$ cat src/dpp_defines.svh
// offsets and code values for the ping-pong receive channel
// assumes 12-bit byte addresses on the register port, 32-bit words
`ifndef DPP_DEFINES_SVH
`define DPP_DEFINES_SVH

// ==================================================================
// control table words of this channel
`define DPP_PRI_SRC_END   12'h080
`define DPP_PRI_DST_END   12'h084
`define DPP_PRI_CTL       12'h088
`define DPP_ALT_SRC_END   12'h280
`define DPP_ALT_DST_END   12'h284
`define DPP_ALT_CTL       12'h288

// ==================================================================
// channel attribute registers, one bit per channel
`define DPP_ENA_SET       12'h400
`define DPP_ENA_CLR       12'h404
`define DPP_ALT_SET       12'h408
`define DPP_ALT_CLR       12'h40C
`define DPP_PRIO_SET      12'h410
`define DPP_PRIO_CLR      12'h414
`define DPP_BURST_SET     12'h418
`define DPP_BURST_CLR     12'h41C
`define DPP_MASK_SET      12'h420
`define DPP_MASK_CLR      12'h424
`define DPP_CH_BIT        8

// ==================================================================
// control word codes and reset values
`define DPP_MODE_STOP     3'h0
`define DPP_MODE_BASIC    3'h1
`define DPP_MODE_PINGPONG 3'h3
`define DPP_INC_NONE      2'h3
`define DPP_WORD_RST      32'h00000000
`define DPP_MASK_RST      1'b1

`endif

$ cat src/dpp_pkg.sv
// types shared by the ping-pong receive channel and its surroundings
// assumes dpp_defines.svh is the only source of numeric constants
package dpp_pkg;

    // ==================================================================
    // one control word, msb first
    typedef struct packed {
        logic [1:0] dst_inc;        // destination_increment
        logic [1:0] dst_size;       // destination_item_size
        logic [1:0] src_inc;        // source_increment
        logic [1:0] src_size;       // source_item_size
        logic [5:0] rsvd;
        logic [3:0] arb_size;       // arbitration_size
        logic [9:0] xfer_count;     // transfer_item_count
        logic       next_burst_only;
        logic [2:0] mode;           // transfer_mode
    } dpp_ctl_s;

    // one memory access toward the system bus
    typedef struct packed {
        logic        rd;
        logic        wr;
        logic [31:0] addr;
        logic [31:0] wdata;
        logic [1:0]  size;
    } dpp_mem_s;

    typedef enum logic [1:0] {
        DPP_IDLE,
        DPP_READ,
        DPP_CAPT,
        DPP_WRITE
    } dpp_state_e;

endpackage

$ cat src/dpp_channel.sv
// one dma receive channel in ping-pong mode with its control table
// assumes a same-clock peripheral and a memory with one-cycle reads
// Contract
// - primary structure at 0x080, alternate at 0x280
// - source end, destination end, control word at base, +4, +8
// - end pointers name the last address touched, inclusive
// - source increment 3 reads the same source address each item
// - increment and size code 0 mean bytes
// - arbitration size n moves two to the n items per burst
// - mode 3 selects ping-pong; bits 23:18 reserved zero
// - burst request moves a group, single request one item
// - burst-only bit set ignores single requests
// - request mask clear unmasks the channel
// - alternate select clear starts on the primary structure
// - priority set gives high priority, clear restores default
// - enable set bit at channel number enables the channel
// - enabled channel with request fills buffer A via primary
// - finished primary swaps to alternate without software
// - finished structure gets mode stopped
// - a buffer finishing signals an interrupt at the swap
//
// The implementer's own choice: the address-and-strobe port.
`timescale 1ns/1ns
`include "dpp_defines.svh"

module dpp_channel (
    input  wire logic           i_ref_clk,      // system clock
    input  wire logic           i_reset,        // sync, active high
    input  wire logic [11:0]    i_addr,         // register byte address
    input  wire logic [31:0]    i_wdata,        // register write data
    input  wire logic           i_wr,           // register write strobe
    input  wire logic           i_rd,           // register read strobe
    output logic [31:0]         o_rdata,        // read data, next cycle
    input  wire logic           i_req_single,   // peripheral has data
    input  wire logic           i_req_burst,    // fifo at trigger level
    output logic                o_req_ack,      // group finished pulse
    output dpp_pkg::dpp_mem_s   o_mem,          // memory access
    input  wire logic [31:0]    i_mem_rdata,    // data one cycle after rd
    output logic                o_buf_done,     // buffer finished pulse
    output logic                o_buf_alt,      // 1 if buffer B finished
    output logic                o_chan_en,      // channel enable state
    output logic                o_high_prio     // priority state
);
    import dpp_pkg::*;

    // ==================================================================
    // storage
    logic [31:0]    src_q [2];
    logic [31:0]    dst_q [2];
    dpp_ctl_s       ctl_q [2];
    logic           alt_q;
    logic           en_q;
    logic           mask_q;
    logic           burst_only_q;
    dpp_state_e     state_q;
    logic [10:0]    grp_left_q;
    dpp_ctl_s       cur;
    logic           go;
    logic           finish;

    assign cur = ctl_q[alt_q];

    // an item ends the structure when its count was already zero
    assign finish = (state_q == DPP_CAPT) && (cur.xfer_count == 10'h000);

    // channel may start only when idle, armed and not stopped
    assign go = (state_q == DPP_IDLE) && en_q && !mask_q
        && (cur.mode != `DPP_MODE_STOP)
        && (i_req_burst || (i_req_single && !burst_only_q));

    // item address counts back from the inclusive end pointer
    function automatic logic [31:0] item_addr(
        input logic [31:0] endp,
        input logic [9:0]  cnt,
        input logic [1:0]  inc
    );
        logic [31:0] step;
        step = {22'h0, cnt} << inc;
        if (inc == `DPP_INC_NONE) begin
            item_addr = endp;
        end else begin
            item_addr = endp - step;
        end
    endfunction

    // ==================================================================
    // control table: software writes, hardware count and mode updates
    // hardware update wins so the count is never lost mid-transfer
    always_ff @(posedge i_ref_clk) begin
        if (i_reset) begin
            for (int i = 0; i < 2; i++) begin
                src_q[i] <= `DPP_WORD_RST;
                dst_q[i] <= `DPP_WORD_RST;
                ctl_q[i] <= `DPP_WORD_RST;
            end
        end else begin
            if (i_wr) begin
                unique case (i_addr)
                    `DPP_PRI_SRC_END: src_q[0] <= i_wdata;
                    `DPP_PRI_DST_END: dst_q[0] <= i_wdata;
                    `DPP_PRI_CTL:     ctl_q[0] <= i_wdata;
                    `DPP_ALT_SRC_END: src_q[1] <= i_wdata;
                    `DPP_ALT_DST_END: dst_q[1] <= i_wdata;
                    `DPP_ALT_CTL:     ctl_q[1] <= i_wdata;
                    default: ;
                endcase
            end
            if (state_q == DPP_CAPT) begin
                if (finish) begin
                    ctl_q[alt_q].mode <= `DPP_MODE_STOP;
                end else begin
                    ctl_q[alt_q].xfer_count <=
                        cur.xfer_count - 10'h001;
                end
            end
        end
    end

    // ==================================================================
    // structure select: software picks, hardware swaps at buffer end
    always_ff @(posedge i_ref_clk) begin
        if (i_reset) begin
            alt_q <= 1'b0;
        end else if (finish && cur.mode == `DPP_MODE_PINGPONG) begin
            alt_q <= !alt_q;
        end else if (i_wr && i_addr == `DPP_ALT_CLR
                     && i_wdata[`DPP_CH_BIT]) begin
            alt_q <= 1'b0;
        end else if (i_wr && i_addr == `DPP_ALT_SET
                     && i_wdata[`DPP_CH_BIT]) begin
            alt_q <= 1'b1;
        end
    end

    // ==================================================================
    // enable: set by software, dropped when a non ping-pong run ends
    // or when ping-pong swaps onto a structure software has not rearmed
    always_ff @(posedge i_ref_clk) begin
        if (i_reset) begin
            en_q <= 1'b0;
        end else if (i_wr && i_addr == `DPP_ENA_SET
                     && i_wdata[`DPP_CH_BIT]) begin
            en_q <= 1'b1;
        end else if (finish && (cur.mode != `DPP_MODE_PINGPONG
                     || ctl_q[!alt_q].mode == `DPP_MODE_STOP)) begin
            en_q <= 1'b0;
        end else if (i_wr && i_addr == `DPP_ENA_CLR
                     && i_wdata[`DPP_CH_BIT]) begin
            en_q <= 1'b0;
        end
    end

    // ==================================================================
    // request mask, burst-only and priority attribute bits
    always_ff @(posedge i_ref_clk) begin
        if (i_reset) begin
            mask_q       <= `DPP_MASK_RST;
            burst_only_q <= 1'b0;
            o_high_prio  <= 1'b0;
        end else if (i_wr && i_wdata[`DPP_CH_BIT]) begin
            unique case (i_addr)
                `DPP_MASK_CLR:  mask_q <= 1'b0;
                `DPP_MASK_SET:  mask_q <= 1'b1;
                `DPP_BURST_CLR: burst_only_q <= 1'b0;
                `DPP_BURST_SET: burst_only_q <= 1'b1;
                `DPP_PRIO_SET:  o_high_prio <= 1'b1;
                `DPP_PRIO_CLR:  o_high_prio <= 1'b0;
                default: ;
            endcase
        end
    end

    // ==================================================================
    // transfer engine: read peripheral, capture, write buffer
    // single channel, so priority only reports and never reorders
    always_ff @(posedge i_ref_clk) begin
        if (i_reset) begin
            state_q    <= DPP_IDLE;
            grp_left_q <= 11'h000;
            o_mem      <= '0;
            o_req_ack  <= 1'b0;
            o_buf_done <= 1'b0;
            o_buf_alt  <= 1'b0;
        end else begin
            o_req_ack  <= 1'b0;
            o_buf_done <= 1'b0;
            unique case (state_q)
                DPP_IDLE: begin
                    if (go) begin
                        // burst moves 2**arb items, single one
                        grp_left_q <= i_req_burst
                            ? (11'h001 << cur.arb_size) - 11'h001
                            : 11'h000;
                        o_mem.rd   <= 1'b1;
                        o_mem.addr <= item_addr(src_q[alt_q],
                            cur.xfer_count, cur.src_inc);
                        o_mem.size <= cur.src_size;
                        state_q    <= DPP_READ;
                    end
                end
                DPP_READ: begin
                    o_mem.rd <= 1'b0;
                    state_q  <= DPP_CAPT;
                end
                DPP_CAPT: begin
                    o_mem.wr    <= 1'b1;
                    o_mem.wdata <= i_mem_rdata;
                    o_mem.addr  <= item_addr(dst_q[alt_q],
                        cur.xfer_count, cur.dst_inc);
                    o_mem.size  <= cur.dst_size;
                    if (finish) begin
                        o_buf_done <= 1'b1;
                        o_buf_alt  <= alt_q;
                        grp_left_q <= 11'h000;
                    end
                    state_q <= DPP_WRITE;
                end
                DPP_WRITE: begin
                    o_mem.wr <= 1'b0;
                    if (grp_left_q != 11'h000 && en_q) begin
                        grp_left_q <= grp_left_q - 11'h001;
                        o_mem.rd   <= 1'b1;
                        o_mem.addr <= item_addr(src_q[alt_q],
                            cur.xfer_count, cur.src_inc);
                        o_mem.size <= cur.src_size;
                        state_q    <= DPP_READ;
                    end else begin
                        o_req_ack <= 1'b1;
                        state_q   <= DPP_IDLE;
                    end
                end
            endcase
        end
    end

    // ==================================================================
    // register read port, one cycle latency, unmapped reads zero
    always_ff @(posedge i_ref_clk) begin
        if (i_reset) begin
            o_rdata <= 32'h00000000;
        end else if (i_rd) begin
            o_rdata <= 32'h00000000;
            unique case (i_addr)
                `DPP_PRI_SRC_END: o_rdata <= src_q[0];
                `DPP_PRI_DST_END: o_rdata <= dst_q[0];
                `DPP_PRI_CTL:     o_rdata <= ctl_q[0];
                `DPP_ALT_SRC_END: o_rdata <= src_q[1];
                `DPP_ALT_DST_END: o_rdata <= dst_q[1];
                `DPP_ALT_CTL:     o_rdata <= ctl_q[1];
                `DPP_ENA_SET:     o_rdata[`DPP_CH_BIT] <= en_q;
                `DPP_ALT_SET:     o_rdata[`DPP_CH_BIT] <= alt_q;
                `DPP_PRIO_SET:    o_rdata[`DPP_CH_BIT] <= o_high_prio;
                `DPP_BURST_SET:   o_rdata[`DPP_CH_BIT] <= burst_only_q;
                `DPP_MASK_SET:    o_rdata[`DPP_CH_BIT] <= mask_q;
                default: ;
            endcase
        end
    end

    // mirror of enable for the outside
    always_ff @(posedge i_ref_clk) begin
        if (i_reset) begin
            o_chan_en <= 1'b0;
        end else begin
            o_chan_en <= en_q;
        end
    end

endmodule

$ cat config.mk
export PLATFORM = sky130hd
export DESIGN_NAME = dpp_channel
export DESIGN_NICKNAME = d
export VERILOG_FILES = /design/src/dpp_pkg.sv /design/src/dpp_channel.sv
export VERILOG_INCLUDE_DIRS = /design/src
export SDC_FILE = /design/constraint.sdc
export NUM_CORES = 1
export LEC_CHECK = 0
export BUFFER_PORTS_ARGS = -buffer_cell sky130_fd_sc_hd__buf_4
export CAP_MARGIN = 40
export CORE_UTILIZATION = 35
export CTS_CLUSTER_DIAMETER = 80
export DETAILED_ROUTE_END_ITERATION = 6
export GPL_TIMING_DRIVEN = 0
export SLEW_MARGIN = 5
export SYNTH_ARGS = -nofsm -noshare
export SYNTH_HDL_FRONTEND = slang
export SYNTH_SLANG_ARGS = --single-unit
$ cat constraint.sdc
create_clock -name i_ref_clk -period 4.8 [get_ports i_ref_clk]
set_input_delay 0.72 -clock i_ref_clk [delete_from_list [all_inputs] [get_ports i_ref_clk]]
set_output_delay 0.72 -clock i_ref_clk [all_outputs]
set_load 0.01 [all_outputs]
# --- Yosys cells after proc, flatten, opt, wreduce, memory -nomap -nowiden ---
# Memory sizes are Yosys's and may differ from the RTL's. A register that Yosys moved wholly into a read port is not among the register bits.
# Cells that the tools add are included.
classes:
  addsub: 5
  eq_ne: 26
  shifts: 3
  muxes: 79
  bitwise_logic: 7
  reduce_logical: 44
ops:
  columns: ["operator", "n"]
  rows:
  - ["$mux W32", 10]
  - ["$pmux W23 S6", 1]
  - ["$eq A12 B11 Y1 const B", 10]
  - ["$pmux W32 S3", 1]
  - ["$shl A10 B2 Y32", 2]
  - ["$sub A32 B32 Y32", 2]
  - ["$mux W1", 50]
  - ["$pmux W8 S6", 1]
  - ["$mux W11", 4]
  - ["$eq A12 B10 Y1 const B", 3]
  - ["$eq A12 B8 Y1 const B", 3]
  - ["$pmux W11 S3", 1]
  - ["$sub A11 B1 Y11 const B", 2]
  - ["$logic_and A1 B1 Y1", 18]
  - ["$reduce_bool A3 Y1", 5]
  - ["$pmux W1 S11", 1]
  - ["$reduce_bool A11 Y1", 1]
  - ["$shl A1 B4 Y11 const A", 1]
  - ["$logic_not A10 Y1", 1]
  - ["$sub A10 B1 Y10 const B", 1]
  - ["$eq A2 B2 Y1 const B", 4]
  - ["$pmux W1 S2", 4]
  - ["$pmux W2 S4", 1]
  - ["$reduce_and A2 Y1", 4]
  - ["other kinds (17)", 33]
totals:
  register_bits: 122
  ram_bits: 192
  memories: 3
mem_list:
  columns: ["memory", "words", "width", "read_ports", "rd_clocked_by_memory_dff", "write_ports", "line_no", "rtl"]
  rows:
  - ["ctl_q", 2, 32, 4, 1, 3, "dpp_channel.sv:50", "dpp_ctl_s ctl_q [2];"]
  - ["dst_q", 2, 32, 3, 1, 2, "dpp_channel.sv:49", "logic [31:0] dst_q [2];"]
  - ["src_q", 2, 32, 3, 1, 2, "dpp_channel.sv:48", "logic [31:0] src_q [2];"]

# --- Longest topological paths before layout ---
# Gate-level depths: netlist of run 1.
logic_depth:
  depth_word: 8
  depth_mapped: 20

# --- Least setup slack after synthesis of run 1 ---
# No wires, ideal clock.
synth_path:
  kind: "register to register"
  startpoint: "register (tool-made name)"
  endpoint: "register o_mem[64] (netlist bit)"
  arrival_time_ns: 4.251
  t_required_ns: 4.714
  path_slack_ns: 0.463
  path_stages_with_launch: 19
  path_buffers: 7
  period_less_slack_ns: 4.337
  path_cell_list: "dfxtp_1 > buf_6 > buf_6 > buf_6 > buf_4 > buf_4 > buf_4 > mux2i_1 > buf_2 > nor2_1 > a21oi_1 > ha_1 > nor2b_1 > o31a_1 > o21ai_0 > o211ai_2 > nor4_1 > mux2_2 > a211oi_1"
synth_rtl:
  columns: ["element", "line_no", "rtl"]
  rows:
  - ["to (decl)", "dpp_channel.sv:37", "output dpp_pkg::dpp_mem_s o_mem,"]

==> impl_results.rst, run 1 <==
.. list-table::
   :header-rows: 1

   * - Metric
     - Value
   * - Hold Fails Final Rpt
     - 0
   * - Antenna cells
     - 0
   * - F_max
     - 213 MHz
   * - Global-route wire length before repair
     - 99600 µm
   * - Clock slew at the register clock pins of the worst setup and hold paths
     - 0.06 ns
   * - Number of synthesized flops with an enable pin
     - 186
   * - Status
     - finished clean
   * - Area added between synthesis and finish
     - 23.2%
   * - Via density per instance
     - 5.96
   * - Fin cells
     - 2640
   * - Starting Density
     - 35.6%
   * - Routed via count
     - 15700
   * - Maximum number of pins on one net before global-route repair
     - 28
   * - Fin. max-slew vios
     - 0
   * - Depth of the worst register-to-register path
     - 18
   * - WS Path Type
     - reg2reg
   * - Worst-case vdd ir drop
     - 0.234 mV
   * - Synth Cell Area
     - 17500 µm²
   * - Pint
     - 0.00496 W
   * - Max Clock Skew
     - 0.0383 ns
   * - Hold Path Cell Cnt
     - 3
   * - Placement row count
     - 81
   * - Die boundary height
     - 225 µm
   * - Horizontal die dimension
     - 225 µm
   * - Clock Power Share
     - 44.3%
   * - Post-DP HPWL
     - 52700 µm
   * - Cells after Synth
     - 1709
   * - Number of search-and-repair iterations in the first detailed-routing pass
     - 6
   * - Count leader, synth
     - sky130_fd_sc_hd__edfxtp_1
   * - Final clock period utilization by the worst path
     - 97.7%
   * - Sequential-to-total area share from yosys stat
     - 46.8%
   * - Number of global-route vias before repair
     - 14900
   * - Initial antenna violation count
     - 1
   * - Top cell type's share of synthesized area
     - 32.0%
   * - DIE AREA
     - 50800 µm²
   * - Distinct cell type count of the synthesized netlist
     - 93
   * - Transition time at the pin with the least slew margin
     - 0.969 ns
   * - Clock buffer depth
     - 3
   * - Most used flip-flop cell after synthesis
     - sky130_fd_sc_hd__edfxtp_1
   * - CTS tree
     - done
   * - Final layout net count
     - 2069
   * - Leakage Power
     - 7.65 nW
   * - Global route total overflow
     - 0
   * - Buffers on Ports
     - 182
   * - Worst Setup Start Kind
     - flip-flop
   * - Hold buffers post-CTS
     - 0
   * - Element type at the critical path end
     - flip-flop
   * - Fraction of power spent switching nets
     - 26.1%
   * - Power Total
     - 0.00672 W
   * - Final min period
     - 4.69 ns
   * - CP Data Required Time
     - 5.26 ns
   * - Top-level I/O count
     - 187
   * - Number of design-rule violations left by the first detailed-router iteration
     - 1915
   * - Part of the power in registers
     - 45.3%
   * - Max_slew headroom
     - 34.8%
   * - Source-to-sink clock delay at the later pin of the worst-skew pair
     - 0.58 ns
   * - Number of fillers in the final layout
     - 4778
   * - Classification of the worst-slack hold path
     - in2reg
   * - Per-instance average area after synthesis
     - 10.2 µm²
   * - Root buffer cell
     - sky130_fd_sc_hd__clkbuf_16
   * - Fraction of registers with async set/reset
     - 0%
   * - Net Switching
     - 0.00175 W
   * - Final instance area
     - 21500 µm²
   * - Routed wire length
     - 69600 µm
   * - Post-synthesis net count
     - 1830
   * - Top cells by count, synth
     - 186 x sky130_fd_sc_hd__edfxtp_1, 158 x sky130_fd_sc_hd__nor2_1, 129 x sky130_fd_sc_hd__dfxtp_1
   * - Yosys top cell by area
     - sky130_fd_sc_hd__edfxtp_1
   * - Number of register bits inferred by synthesis
     - 315
   * - Num CTS Buffers
     - 37
   * - Setup Viol. Count Final
     - 0
   * - Average wire per standard cell
     - 26.4 µm
   * - PwrDens
     - 312 nW/µm²
   * - Max-cap check violation count
     - 0
   * - Placeable core region
     - 49100 µm²
   * - Placed Cells incl. Taps
     - 2572
   * - Share of final-layout standard cells stronger than drive strength 1
     - 20.3%
   * - Final weighted congestion in routability-driven placement
     - 0.966
   * - Arrival @ worst endpoint
     - 5.15 ns
   * - Total number of yosys warnings
     - 0
   * - Critical path peak fanout
     - 10
   * - Clock sink count
     - 315
   * - Dominant cells by area after synthesis
     - sky130_fd_sc_hd__edfxtp_1 32%, sky130_fd_sc_hd__dfxtp_1 15%, sky130_fd_sc_hd__mux2i_1 6.0%
   * - WHS
     - 0.403 ns
   * - Instance area at placement
     - 19900 µm²
   * - Detailed-route DRC error count
     - 0
   * - Tot GR Track Use
     - 27.0%
   * - Antenna violation net count after detailed routing
     - 0
   * - Number of levels the H-tree was split into
     - 2
   * - Fraction of power consumed by combinational cells
     - 10.4%
## placed cells by master (no fill, tap or decap), types with 11 or more instances in the layout
cell type,instances
sky130_fd_sc_hd__and2_1,91
sky130_fd_sc_hd__nand2_1,89
sky130_fd_sc_hd__a22oi_1,38
sky130_fd_sc_hd__clkbuf_16,40
sky130_fd_sc_hd__and3_1,18
sky130_fd_sc_hd__buf_4,192
sky130_fd_sc_hd__a211oi_1,23
sky130_fd_sc_hd__edfxtp_1,186
sky130_fd_sc_hd__inv_1,28
sky130_fd_sc_hd__a221oi_1,39
sky130_fd_sc_hd__nor2b_1,11
sky130_fd_sc_hd__a21oi_1,75
sky130_fd_sc_hd__o21a_1,13
sky130_fd_sc_hd__dfxtp_1,129
sky130_fd_sc_hd__a22o_1,32
sky130_fd_sc_hd__nand2b_1,15
sky130_fd_sc_hd__xor2_1,25
sky130_fd_sc_hd__buf_6,11
sky130_fd_sc_hd__nor3_1,60
sky130_fd_sc_hd__xnor2_1,18
sky130_fd_sc_hd__ha_1,37
sky130_fd_sc_hd__o211ai_1,14
sky130_fd_sc_hd__nand3_1,54
sky130_fd_sc_hd__nor2_1,158
sky130_fd_sc_hd__mux2i_1,101
sky130_fd_sc_hd__nor4_1,13
sky130_fd_sc_hd__a311oi_1,36
sky130_fd_sc_hd__buf_2,24
sky130_fd_sc_hd__clkbuf_1,64
sky130_fd_sc_hd__mux2_2,37
sky130_fd_sc_hd__o21ai_0,83
## repair_timing
action                     4_1_cts  5_1_grt
gates resized for setup         46       17
setup endpoints to repair       27       30
buffers inserted                 0        4
gates cloned                     0        0
hold endpoints to repair         0        0
pin swaps                        1        2
## state kept, by name, indices dropped and copies added, names as in the netlist, named ones only
signal / cells
grp_left_q: 11
state_q: 2
en_q: 1
o_high_prio: 1
mask_q: 1
ctl_q: 64
o_rdata: 32
burst_only_q: 1
o_buf_alt: 1
dst_q: 64
o_chan_en: 1
o_buf_done: 1
alt_q: 1
o_mem: 68
o_req_ack: 1
src_q: 64
## worst max-delay path: stages, from the launching register on
cell,delay (ns)
sky130_fd_sc_hd__dfxtp_1,0.39
sky130_fd_sc_hd__buf_12,0.18
sky130_fd_sc_hd__buf_6,0.19
sky130_fd_sc_hd__buf_6,0.20
sky130_fd_sc_hd__buf_12,0.19
sky130_fd_sc_hd__buf_12,0.18
sky130_fd_sc_hd__buf_8,0.22
sky130_fd_sc_hd__buf_6,0.22
sky130_fd_sc_hd__a21o_4,0.20
sky130_fd_sc_hd__mux2i_1,0.27
sky130_fd_sc_hd__mux2i_1,0.12
sky130_fd_sc_hd__ha_1,0.39
sky130_fd_sc_hd__o21a_1,0.21
sky130_fd_sc_hd__nor2_1,0.15
sky130_fd_sc_hd__a211oi_2,0.10
sky130_fd_sc_hd__o211a_4,0.33
sky130_fd_sc_hd__or4_1,0.55
sky130_fd_sc_hd__xnor2_1,0.17
sky130_fd_sc_hd__a221oi_1,0.28
## final timing paths
| kind | from | endpoint | slack, ns |
|---|---|---|---|
| worst max-delay path | flip-flop | o_mem[52] | 0.11 |
| worst min-delay path | i_mem_rdata[5] | o_mem[7] | 0.40 |
| worst min register to register | o_mem[37] | o_mem[37] | 0.46 |
| worst max register to register | flip-flop | o_mem[52] | 0.11 |
## power by group through the flow
stage	clock network [W]	registers (W)	logic, W
after floorplan	0	0.00306	0.000380
after global placement	0	0.00309	0.000638
after detailed placement	0	0.00309	0.000657
after CTS	0.00300	0.00303	0.000678
after global routing	0.00311	0.00305	0.000749
final	0.00298	0.00304	0.000701
## logic make-up (layout without fill, tap and decap cells)
family          Yosys count  count (layout)  synth area share [%]
compound gates          449             449                  18.7
xor+xnor                 43              43                  2.16
fa+ha+maj                39              39                  2.88
buf+inv                 133             400                  3.35
flops                   315             315                  46.8
mux                     145             145                  8.74
simple gates            585             585                  17.4
## through the flow
step,util [%],setup TNS [ns],setup WS (ns)
floorplan,-,0,0.463
global placement,40.1,-86.03,-1.28
detailed placement,40.6,-20.03,-1.31
CTS,43.6,0,0.00197
global route,43.8,-0.0140,-0.0140
finish,43.8,0,0.111
## area by class of cell
class,instances,area (µm²),area share (%)
clock inverter,17,231,1.08
buffer,102,558,2.60
multi-input combinational,1261,8910,41.4
tap,664,831,3.86
clock buffer,50,1070,4.97
inverter,28,105,0.489
timing repair buffer,203,1630,7.57
sequential,315,8170,38.0
## layer usage
| metal | routed length (µm) | global-route usage, % | vias up |
|---|---|---|---|
| li1 | - | - | 7019 |
| met1 | 29000 | 36.2 | 7645 |
| met2 | 30900 | 42.2 | 904 |
| met3 | 6890 | 5.63 | 153 |
| met4 | 2720 | 11.0 | 2 |
| met5 | 13 | 0 | - |
Power figures use the tool's default switching activity.
==> run 2, diff against run 1 <==
- CORE_MARGIN: default -> 8
==> run 2 against run 1 <==
Utilization decreased by 0.80 points. Sequential power barely moved. Clock skew down 0.0019 ns. Clock power shrank 2%. Register-to-register slack worse by 0.03 ns. Critical endpoint is now ctl_q[0][7].
==> impl_results.rst, run 2 (same netlist as run 1, synthesis figures left out) <==
.. list-table::
   :header-rows: 1

   * - Metric
     - Value
   * - Top register by number of flip-flops
     - o_mem (unchanged)
   * - Global route total overflow
     - 0 (unchanged)
   * - FF+latch area
     - 8170 µm² (about the same)
   * - Source-to-sink clock delay at the later pin of the worst-skew pair
     - 0.58 ns (about the same)
   * - Max_slew headroom
     - 33.1% (was 34.8%)
   * - Depth of the worst register-to-register path
     - 12 (was 18)
   * - Die boundary height
     - 239 µm (was 225 µm)
   * - Number of fillers in the final layout
     - 4801 (was 4778)
   * - CP Data Required Time
     - 4.96 ns (was 5.26 ns)
   * - Hold Fails Final Rpt
     - 0 (unchanged)
   * - Footprint of the multi-input gates
     - 8890 µm² (was 8910 µm²)
   * - Leakage Power
     - 7.58 nW (was 7.65 nW)
   * - Placement row count
     - 82 (was 81)
   * - Power Total
     - 0.00665 W (was 0.00672 W)
   * - Routed wire length
     - 70000 µm (was 69600 µm)
   * - Top-level I/O count
     - 187 (unchanged)
   * - Clock buffer depth
     - 3 (unchanged)
   * - Top library cells by usage in the layout, fill and taps aside
     - 190 x sky130_fd_sc_hd__buf_4, 186 x sky130_fd_sc_hd__edfxtp_1, 158 x sky130_fd_sc_hd__nor2_1 (was 192 x sky130_fd_sc_hd__buf_4, 186 x sky130_fd_sc_hd__edfxtp_1, 158 x sky130_fd_sc_hd__nor2_1)
   * - Clock slew at the register clock pins of the worst setup and hold paths
     - 0.06 ns (about the same)
   * - Detailed-route DRC error count
     - 0 (unchanged)
   * - Final weighted congestion in routability-driven placement
     - 0.954 (was 0.966)
   * - Critical path peak fanout
     - 10 (unchanged)
   * - Max Clock Skew
     - 0.0363 ns (was 0.0383 ns)
   * - Fin. max-slew vios
     - 0 (unchanged)
   * - Classification of the worst-slack hold path
     - in2reg (unchanged)
   * - Max-cap check violation count
     - 0 (unchanged)
   * - Horizontal die dimension
     - 239 µm (was 225 µm)
   * - Number of design-rule violations left by the first detailed-router iteration
     - 2093 (was 1915)
   * - Number of global-route vias before repair
     - 15300 (was 14900)
   * - Worst-case vdd ir drop
     - 0.190 mV (was 0.234 mV)
   * - Most frequent standard cell in the layout excluding fill and tap cells
     - sky130_fd_sc_hd__buf_4 (unchanged)
   * - Routed via count
     - 15800 (was 15700)
   * - Worst Setup Start Kind
     - flip-flop (unchanged)
   * - Number of levels the H-tree was split into
     - 2 (unchanged)
   * - Final layout net count
     - 2064 (was 2069)
   * - Antenna cells
     - 0 (unchanged)
   * - Area added between synthesis and finish
     - 22.4% (was 23.2%)
   * - Placed Cells incl. Taps
     - 2577 (was 2572)
   * - Critical path destination
     - ctl_q[0][7] (was o_mem[52])
   * - Root buffer cell
     - sky130_fd_sc_hd__clkbuf_16 (unchanged)
   * - Final clock period utilization by the worst path
     - 98.3% (was 97.7%)
   * - Hold buffers post-CTS
     - 0 (unchanged)
   * - Maximum number of pins on one net before global-route repair
     - 21 (was 28)
   * - Placeable core region
     - 49700 µm² (was 49100 µm²)
   * - Average wire per standard cell
     - 26.5 µm (was 26.4 µm)
   * - Transition time at the pin with the least slew margin
     - 0.976 ns (was 0.969 ns)
   * - Global-route wire length before repair
     - 101000 µm (was 99600 µm)
   * - Post-DP HPWL
     - 53200 µm (was 52700 µm)
   * - PwrDens
     - 311 nW/µm² (was 312 nW/µm²)
   * - DIE AREA
     - 57300 µm² (was 50800 µm²)
   * - Utilization of the core after routing
     - 43.0% (was 43.8%)
   * - WS Path Type
     - reg2reg (unchanged)
   * - Starting Density
     - 35.2% (was 35.6%)
   * - Via density per instance
     - 5.98 (was 5.96)
   * - Share of final-layout standard cells stronger than drive strength 1
     - 20.1% (was 20.3%)
   * - Initial antenna violation count
     - 1 (unchanged)
   * - Buffers on Ports
     - 182 (unchanged)
   * - CTS tree
     - done (unchanged)
   * - Largest register FFs
     - 68 (unchanged)
   * - Setup repair after global routing missed its margin
     - no
   * - Antenna violation net count after detailed routing
     - 0 (unchanged)
   * - Final min period
     - 4.72 ns (was 4.69 ns)
   * - Clock sink count
     - 315 (unchanged)
   * - Capturing point of the worst reg2reg path
     - ctl_q[0][7] (was o_mem[52])
   * - Worst reg-to-reg setup slack
     - 0.08 ns (was 0.11 ns)
   * - F_max
     - 212 MHz (was 213 MHz)
   * - Element type at the critical path end
     - flip-flop (unchanged)
   * - Setup Viol. Count Final
     - 0 (unchanged)
   * - Num CTS Buffers
     - 36 (was 37)
   * - Arrival @ worst endpoint
     - 4.88 ns (was 5.15 ns)
   * - Number of search-and-repair iterations in the first detailed-routing pass
     - 6 (unchanged)
   * - Fin cells
     - 2641 (was 2640)
   * - Tot GR Track Use
     - 23.5% (was 27.0%)
   * - Status
     - finished clean (unchanged)
[run 2: stage by stage]
| step | setup slack (ns) | instance area, µm² | TNS, ns | hold WS (ns) |
|---|---|---|---|---|
| floorplan | 0.463 | 17500 | 0 | 0.447 |
| global placement | -1.22 | 19700 | -23.58 | 0.449 |
| detailed placement | -1.18 | 19900 | -19.38 | 0.451 |
| CTS | 0.00202 | 21300 | 0 | 0.366 |
| global route | 0.00941 | 21400 | 0 | 0.391 |
| finish | 0.0814 | 21400 | 0 | 0.379 |
[run 2: final cells by class]
type	instances	share of cell area (%)
clock buffers	47	4.55
repair buffers	199	7.40
multi-input cells	1261	41.6
well taps	672	3.93
clock inverters	17	1.19
plain buffers	102	2.59
inverters	28	0.492
flip-flops and latches	315	38.2
[run 2: timing repair]
item,CTS,global route
buffers inserted,2,1
resized for setup,42,23
endpoints found under the setup margin,26,31
endpoints found under the hold margin,0,0
pin swaps,1,1
[run 2: worst max-delay path: stages (launching register included)]
cell and delay (ns):
sky130_fd_sc_hd__dfxtp_2 0.37, sky130_fd_sc_hd__buf_12 0.17, sky130_fd_sc_hd__buf_6 0.18, sky130_fd_sc_hd__buf_6 0.19
sky130_fd_sc_hd__buf_8 0.21, sky130_fd_sc_hd__mux2_2 0.44, sky130_fd_sc_hd__inv_1 0.20, sky130_fd_sc_hd__ha_1 0.24
sky130_fd_sc_hd__nand3_1 0.19, sky130_fd_sc_hd__o41ai_2 0.90, sky130_fd_sc_hd__or3_1 0.24, sky130_fd_sc_hd__clkbuf_1 0.47
sky130_fd_sc_hd__nand2_1 0.52
[run 2: metal layers]
metal,vias to the layer above,GRT usage (%),part of all wire (%)
li1,7005,-,-
met1,7597,31.2,41
met2,1017,37.0,45
met3,160,5.61,12
met4,2,8.80,3.3
met5,-,0,0.020
[run 2: how the worst min path moves through the flow]
stage,start,endpoint,slack [ns],cells past startpoint
2_1_floorplan,grp_left_q[10],grp_left_q[10],0.45,2
3_3_place_gp,o_mem[39],o_mem[39],0.45,2
3_5_place_dp,o_mem[37],o_mem[37],0.45,2
4_1_cts,i_mem_rdata[7],o_mem[9],0.37,3
5_1_grt,i_mem_rdata[6],o_mem[8],0.39,3
6_report,i_mem_rdata[9],o_mem[11],0.38,3
[run 2: report_power, final]
group,internal (W),switching [W]
logic,0.000260,0.000432
clock network,0.00172,0.00120
registers,0.00295,0.0000913
